## src/inc/esmc_defs.vh

```
// Constants for the enable and sleep mode controller
`ifndef ESMC_DEFS_VH
`define ESMC_DEFS_VH
`define ESMC_CLK_HZ 20000000
`define ESMC_HZ_PER_MHZ 1000000
`define ESMC_ENTRY_US 1000
`define ESMC_WAKE_US 250
`define ESMC_CNT_W 15
`define ESMC_ST_RUN 2'h0
`define ESMC_ST_LOW 2'h1
`define ESMC_ST_STBY 2'h2
`define ESMC_ST_SLEEP 2'h3
`define ESMC_PHASES 3
`endif

```

## src/rtl/esmc_top.v

```verilog
// Enable, sleep mode and fault clear controller for a three phase gate driver
`timescale 1ns/10ps
`include "esmc_defs.vh"
module esmc_top #(
  parameter PHASES = `ESMC_PHASES,
  parameter CNT_W = `ESMC_CNT_W,
  parameter ENTRY_CYC = (`ESMC_ENTRY_US * (`ESMC_CLK_HZ / `ESMC_HZ_PER_MHZ)),
  parameter WAKE_CYC = (`ESMC_WAKE_US * (`ESMC_CLK_HZ / `ESMC_HZ_PER_MHZ)),
  parameter TRANSLATOR_VARIANT = 1
) (
  input wire core_clk_in,
  input wire rstn_in,
  input wire chip_enable_in,
  input wire [PHASES-1:0] low_side_pwm_in,
  input wire [PHASES-1:0] high_side_pwm_in,
  input wire sleep_select_in,
  input wire current_limit_trip_in,
  input wire [PHASES-1:0] gate_fault_in,
  input wire supervisor_fault_in,
  output wire [PHASES-1:0] low_side_gate_out,
  output wire [PHASES-1:0] high_side_gate_out,
  output reg current_limit_fault_out,
  output reg supervisor_fault_out,
  output reg amp_enable_out,
  output reg reg12_enable_out,
  output reg reg5_enable_out,
  output reg buck_enable_out,
  output reg monitor_enable_out,
  output reg standby_out,
  output reg sleep_out,
  output reg fault_latched_out
);
  localparam [CNT_W-1:0] ENTRY_LIM = ENTRY_CYC[CNT_W-1:0];
  localparam [CNT_W-1:0] WAKE_LIM = WAKE_CYC[CNT_W-1:0];
  localparam [1:0] ST_RUN = `ESMC_ST_RUN;
  localparam [1:0] ST_LOW = `ESMC_ST_LOW;
  localparam [1:0] ST_STBY = `ESMC_ST_STBY;
  localparam [1:0] ST_SLEEP = `ESMC_ST_SLEEP;
  // Pin bundle, low bits first: low pwm, high pwm, faults, select, trip, supervisor
  localparam PIN_W = 3 * PHASES + 3;

  reg ce_s1_q, ce_s2_q, ce_s3_q, ce_q;
  reg [1:0] st_q, st_d;
  reg [CNT_W-1:0] cnt_q;
  reg wake_ok_q;

  wire [PIN_W-1:0] pin_raw;
  wire [PIN_W-1:0] pin_flt;
  wire [PHASES-1:0] ph_fault;
  assign pin_raw = {supervisor_fault_in, current_limit_trip_in, sleep_select_in,
                    gate_fault_in, high_side_pwm_in, low_side_pwm_in};

  wire [PHASES-1:0] lo_f = pin_flt[PHASES-1:0];
  wire [PHASES-1:0] hi_f = pin_flt[2*PHASES-1:PHASES];
  wire [PHASES-1:0] gf_f = pin_flt[3*PHASES-1:2*PHASES];
  wire sel_f = pin_flt[3*PHASES];
  wire trip_f = pin_flt[3*PHASES+1];
  wire sup_f = pin_flt[3*PHASES+2];

  wire fault_now = |gf_f;
  wire fault_any = |ph_fault;
  wire ce_rise = ce_s2_q & ce_s3_q & ~ce_q;
  wire ce_fall = ~ce_s2_q & ~ce_s3_q & ce_q;

  wire nxt_run = (st_d == ST_RUN);
  wire nxt_low = (st_d == ST_LOW);
  wire nxt_stby = (st_d == ST_STBY);
  wire nxt_sleep = (st_d == ST_SLEEP);

  // Enable synchroniser stages
  always @(posedge core_clk_in or negedge rstn_in) begin
    if (!rstn_in) begin
      ce_s1_q <= 1'b0;
      ce_s2_q <= 1'b0;
      ce_s3_q <= 1'b0;
    end else begin
      ce_s1_q <= chip_enable_in;
      ce_s2_q <= ce_s1_q;
      ce_s3_q <= ce_s2_q;
    end
  end

  // Filtered level, changes once stages two and three agree
  always @(posedge core_clk_in or negedge rstn_in) begin
    if (!rstn_in) begin
      ce_q <= 1'b0;
    end else begin
      if (ce_s2_q == ce_s3_q) begin
        ce_q <= ce_s2_q;
      end
    end
  end

  // Other pins filtered alike; costs a few cycles of PWM latency
  genvar b;
  generate
    for (b = 0; b < PIN_W; b = b + 1) begin : g_pin
      reg s1_q, s2_q, s3_q, lvl_q;
      always @(posedge core_clk_in or negedge rstn_in) begin
        if (!rstn_in) begin
          s1_q <= 1'b0;
          s2_q <= 1'b0;
          s3_q <= 1'b0;
          lvl_q <= 1'b0;
        end else begin
          s1_q <= pin_raw[b];
          s2_q <= s1_q;
          s3_q <= s2_q;
          if (s2_q == s3_q) begin
            lvl_q <= s2_q;
          end
        end
      end
      assign pin_flt[b] = lvl_q;
    end
  endgenerate

  // Low time counter cleared at each rise, saturates
  always @(posedge core_clk_in or negedge rstn_in) begin
    if (!rstn_in) begin
      cnt_q <= {CNT_W{1'b0}};
    end else begin
      if (ce_q | ce_rise) begin
        cnt_q <= {CNT_W{1'b0}};
      end else if (cnt_q != ENTRY_LIM) begin
        cnt_q <= cnt_q + 1'b1;
      end
    end
  end

  // Wake qualifier, set once the low time is long enough
  always @(posedge core_clk_in or negedge rstn_in) begin
    if (!rstn_in) begin
      wake_ok_q <= 1'b0;
    end else begin
      if (ce_rise | ce_q) begin
        wake_ok_q <= 1'b0;
      end else if (cnt_q >= WAKE_LIM - 1'b1) begin
        wake_ok_q <= 1'b1;
      end
    end
  end

  always @* begin
    st_d = st_q;
    case (st_q)
      ST_RUN: begin
        if (ce_fall) begin
          st_d = ST_LOW;
        end
      end
      ST_LOW: begin
        if (ce_rise) begin
          st_d = ST_RUN; // Short pulse, fault clear only
        end else if (cnt_q == ENTRY_LIM - 1'b1) begin
          st_d = sel_f ? ST_SLEEP : ST_STBY;
        end
      end
      ST_STBY: begin
        if (ce_rise) begin
          st_d = ST_RUN;
        end
      end
      ST_SLEEP: begin
        if (ce_rise & wake_ok_q) begin
          st_d = ST_RUN;
        end
      end
      default: begin
        st_d = ST_RUN;
      end
    endcase
  end

  // Qualifying state after reset, so a low pin still reaches low power
  always @(posedge core_clk_in or negedge rstn_in) begin
    if (!rstn_in) begin
      st_q <= ST_LOW;
    end else begin
      st_q <= st_d;
    end
  end

  // Per phase fault latch; a fault still present wins over the clearing edge
  genvar p;
  generate
    for (p = 0; p < PHASES; p = p + 1) begin : g_flt
      reg lat_q;
      always @(posedge core_clk_in or negedge rstn_in) begin
        if (!rstn_in) begin
          lat_q <= 1'b0;
        end else begin
          if (gf_f[p]) begin
            lat_q <= 1'b1;
          end else if (ce_rise) begin
            lat_q <= 1'b0;
          end
        end
      end
      assign ph_fault[p] = lat_q;
    end
  endgenerate

  // Raw enable gates the drivers so the turn-off needs no clock edge
  wire drive_ok = chip_enable_in & ce_q & (st_q == ST_RUN) & ~fault_any;

  // Dead time relies on host waveforms; shoot-through pair is still blocked
  genvar g;
  generate
    for (g = 0; g < PHASES; g = g + 1) begin : g_ph
      wire lo_on = lo_f[g] & ~hi_f[g];
      wire hi_on = hi_f[g] & ~lo_f[g];
      assign low_side_gate_out[g] = drive_ok & lo_on;
      assign high_side_gate_out[g] = drive_ok & hi_on;
    end
  endgenerate

  // Active low while trip or fault persists
  always @(posedge core_clk_in or negedge rstn_in) begin
    if (!rstn_in) begin
      current_limit_fault_out <= 1'b1;
    end else begin
      current_limit_fault_out <= ~(trip_f | fault_now | fault_any);
    end
  end

  // Supervisor keeps reporting in Standby, silent in Sleep
  always @(posedge core_clk_in or negedge rstn_in) begin
    if (!rstn_in) begin
      supervisor_fault_out <= 1'b1;
    end else begin
      supervisor_fault_out <= ~(sup_f & ~nxt_sleep);
    end
  end

  always @(posedge core_clk_in or negedge rstn_in) begin
    if (!rstn_in) begin
      amp_enable_out <= 1'b0;
    end else begin
      amp_enable_out <= nxt_run | nxt_low;
    end
  end

  always @(posedge core_clk_in or negedge rstn_in) begin
    if (!rstn_in) begin
      reg12_enable_out <= 1'b0;
    end else begin
      reg12_enable_out <= nxt_run | nxt_low;
    end
  end

  always @(posedge core_clk_in or negedge rstn_in) begin
    if (!rstn_in) begin
      reg5_enable_out <= 1'b0;
    end else begin
      reg5_enable_out <= ~nxt_sleep & ((TRANSLATOR_VARIANT == 0) | ~nxt_stby);
    end
  end

  always @(posedge core_clk_in or negedge rstn_in) begin
    if (!rstn_in) begin
      buck_enable_out <= 1'b0;
    end else begin
      buck_enable_out <= ~nxt_sleep;
    end
  end

  always @(posedge core_clk_in or negedge rstn_in) begin
    if (!rstn_in) begin
      monitor_enable_out <= 1'b0;
    end else begin
      monitor_enable_out <= ~nxt_sleep;
    end
  end

  always @(posedge core_clk_in or negedge rstn_in) begin
    if (!rstn_in) begin
      standby_out <= 1'b0;
    end else begin
      standby_out <= nxt_stby;
    end
  end

  always @(posedge core_clk_in or negedge rstn_in) begin
    if (!rstn_in) begin
      sleep_out <= 1'b0;
    end else begin
      sleep_out <= nxt_sleep;
    end
  end

  always @(posedge core_clk_in or negedge rstn_in) begin
    if (!rstn_in) begin
      fault_latched_out <= 1'b0;
    end else begin
      fault_latched_out <= fault_any | fault_now;
    end
  end

endmodule

```

## config.mk

```make
export PLATFORM = sky130hd
export DESIGN_NAME = esmc_top
export DESIGN_NICKNAME = d
export VERILOG_FILES = /design/src/rtl/esmc_top.v
export VERILOG_INCLUDE_DIRS = /design/src /design/src/inc
export SDC_FILE = /design/constraint.sdc
export NUM_CORES = 1
export LEC_CHECK = 0
export ABC_AREA = 1
export BUFFER_PORTS_ARGS = -buffer_cell sky130_fd_sc_hd__buf_2
export CAP_MARGIN = 20
export CORE_MARGIN = 5
export CORE_UTILIZATION = 40
export DETAILED_ROUTE_END_ITERATION = 10
export PLACE_DENSITY = 0.57
export SLEW_MARGIN = 20
export SYNTH_ARGS = -nofsm -noshare
export SYNTH_HDL_FRONTEND = slang
export SYNTH_SLANG_ARGS = --single-unit
```

## constraint.sdc

```tcl
create_clock -name core_clk_in -period 1.75 [get_ports core_clk_in]
set_input_delay 0.175 -clock core_clk_in [delete_from_list [all_inputs] [get_ports core_clk_in]]
set_output_delay 0.175 -clock core_clk_in [all_outputs]
set_load 0.02 [all_outputs]
```

==> run_results.csv <==
group,metric,value,unit
outcome,outcome,"completed",
timing,max_freq,593,MHz
global_routing,antenna_found_initial,0,
timing,rsz0062_at_grt,"yes",
drt,vias,2034,
critical_path,path_max_fanout,6,
timing,fin_crit_sh,96.3,%
drt,drt_iter0_markers,69,
logic_synthesis,synth-async-reset-ratio,100,%
timing,tightest_slew,0.493,ns
drt,firstDrtPassIters,4,
critical_path,crit_type,"reg -> out",
timing,slew_violations,0,
final_layout,area_delta_synth_final,22.7,%
logic_synthesis,synth_area_leaders,"dfrtp_1 63%, nand2_1 4.8%, nor2_1 4.0%",
pwr,total_power,3.71,mW
logic_synthesis,synth_nets,303,
logic_synthesis,synth_top_area_cell,"dfrtp_1",
clock_tree,cts_buffers,9,
placement,place_congestion,0.867,
clock_tree,clock-sinks,81,
logic_synthesis,yosysWarnings,0,
logic_synthesis,synth_seq_area_share,66.1,%
global_routing,grt_pass1_vias,2084,
final_layout,utilization,49.6,%
clock_tree,clkLatencyLatePin,0.34,ns
timing,fin_skew,0.00834,ns
logic_synthesis,synth_most_common_cell,"dfrtp_1",
logic_synthesis,synth_edf_count,0,
pwr,peakVddDrop,0.605,mV
clock_tree,cts_tree,"built",
logic_synthesis,synth_area,3070,um^2
final_layout,nFillCells,701,
floorplanning,placementRows,32,
clock_tree,clkTransAtPathRegs,0.09,ns
pwr,power_density,984,nW/um^2
floorplanning,start_util,40.4,%
clock_tree,cts-root-buf,"clkbuf_8",
logic_synthesis,syn_inst,284,
drt,drc,0,
final_layout,fin_nets,361,
logic_synthesis,syn_area_per_cell,10.8,um^2
critical_path,crit_path_end_kind,"output pin",
clock_tree,htree_levels,3,
min_path,hold_class,"in -> async",
timing,fin_tns_setup,0,ns
critical_path,crit_arrival,1.51,ns
timing,setup_violations,0,
drt,finalWirelength,5.07,mm
drt,via_per_inst,4.53,
logic_synthesis,synth_commonest_cells,"78 x dfrtp_1, 39 x nand2_1, 33 x nor2_1, 30 x inv_1, 22 x nand3_1",
timing,period_needed,1.69,ns
final_layout,diodes,0,
pwr,power_leakage,1.72,nW
global_routing,grt_pass1_wl,9.24,mm
global_routing,globalRouteOverflowTotal,0,
logic_synthesis,ys_ff_latch,81,
floorplanning,die-height,97.7,um
floorplanning,io_pins,31,
floorplanning,die-area,9540,um^2
run,drv_cap,0,
timing,slew_headroom,67.2,%
floorplanning,die_w,97.7,um
critical_path,cp_data_required_time,1.57,ns
timing,hold_viol,0,
global_routing,grt_usage,11.9,%
drt,wire_per_inst,11.3,um
floorplanning,core_area,7610,um^2
final_layout,drive_above_1_share,25.4,%
logic_synthesis,synth_top_cell_area_share,63.5,%
placement,portBuffers,30,
placement,dpl.hpwl,3.56,mm
clock_tree,ctsLongestPathBuffers,2,
global_routing,grt_max_degree,38,
logic_synthesis,ys.flop_type,"dfrtp_1",
logic_synthesis,synth_cell_type_count,25,
drt,ant_nets,0,
critical_path,worst_setup_path_start_kind,"register",
[metrics by stage]
stage	worst slack [ns]	std cells	hold slack, ns	area, um^2
after detailed placement	0.264	416	0.184	3370
after global routing	-0.0396	449	0.362	3770
after global placement	0.341	416	0.184	3370
final	0.0649	449	0.344	3770
after CTS	0.00710	447	0.345	3730
after floorplan	0.296	284	-0.121	3070
[timing repair]
| action | 4_1_cts | 5_1_grt |
|---|---|---|
| hold buffers | 14 | 0 |
| resized for setup | 1 | 8 |
| hold endpoints to repair | 46 | 0 |
| endpoints found under the setup margin | 6 | 5 |
| buffers inserted | 1 | 2 |
| pin swaps | 1 | 2 |
[logic make-up after synthesis]
kind of cell,Yosys count,synth area share [%]
simple gates,127,19.8
flops,81,66.1
buf+inv,42,5.66
compound gates,18,2.97
fa+ha+maj,16,5.54
[critical path, cell delays in order, from the launching register on]
cell     delay [ns]
dfrtp_1        0.39
nor3_2         0.21
nand4_1        0.12
buf_6          0.16
nor3_2         0.12
buf_4          0.17
[layout by cell type (no fill, tap or decap)]
cell,netlist,final
dfrtp_1,78,78
nand2_1,39,39
nor2_1,33,32
inv_1,30,30
buf_2,1,26
nand3_1,22,22
dlygate4sd3_1,0,14
maj3_1,12,12
o21ai_0,11,11
clkbuf_8,0,10
buf_4,2,9
nand2_2,8,8
inv_2,8,8
nor3_2,2,6
nor2_2,4,5
nor3_1,9,5
a21oi_1,5,5
nand4_1,4,4
ha_1,4,4
inv_6,0,3
dfstp_2,3,3
nor2_4,2,2
nand3_2,2,2
clkinvlp_4,0,2
a31oi_1,1,1
nor3b_1,1,1
nand4_2,1,1
o21ai_1,1,1
bufinv_16,0,1
buf_12,0,1
buf_6,1,1
[state kept, by name, indices dropped and copies added, names as in the netlist, 2 cells and up]
signal,flops
g_pin.s2_q,12
g_pin.lvl_q,12
g_pin.s3_q,12
g_flt.lat_q,3
g_pin.s1_q,12
st_q,2
cnt_q,15
[where the power goes]
part,leakage (nW),internal [mW],switching (mW)
Combinational,0.659,0.118,0.149
Clock,0.0999,0.713,0.679
Sequential,0.965,1.98,0.0707
[metal layers]
metal / up-vias / track usage (%) / part of all wire (%) / wire length [um]
met1: 962 / 15.5 / 47 / 2390
met5: - / 0 / 0 / 0
li1: 1021 / - / - / -
met2: 45 / 18.7 / 47 / 2380
met3: 6 / 2.80 / 4.6 / 235
met4: 0 / 5.43 / 1.3 / 68
[final timing paths]
path | start | endpoint | slack, ns | depth (start not counted)
min in group core_clk_in | g_pin[6].s1_q$_DFF_PN0_ | g_pin[6].s2_q$_DFF_PN0_ | 0.35 | 0
min reg2reg | g_pin[6].s1_q$_DFF_PN0_ | g_pin[6].s2_q$_DFF_PN0_ | 0.35 | 0
min | rstn_in | g_pin[6].s2_q$_DFF_PN0_ | 0.34 | 2
max | g_flt[0].lat_q$_DFFE_PN0P_ | high_side_gate_out[1] | 0.06 | 5
max in group asynchronous | rstn_in | g_pin[10].lvl_q$_DFFE_PN0N_ | 0.80 | 3
max reg2reg | cnt_q[1]$_DFFE_PN0P_ | cnt_q[14]$_DFFE_PN0P_ | 0.36 | 8
[layout make-up]
cell class / count / area (um^2) / area share, %
Multi-Input combinational cell: 161 / 892 / 23.7
Tap cell: 102 / 128 / 3.38
Sequential cell: 81 / 2030 / 53.8
Clock inverter: 6 / 71.3 / 1.89
Clock buffer: 10 / 138 / 3.65
Inverter: 38 / 143 / 3.78
Timing Repair Buffer: 51 / 369 / 9.79
No activity file was read; power rests on OpenSTA's default activity.
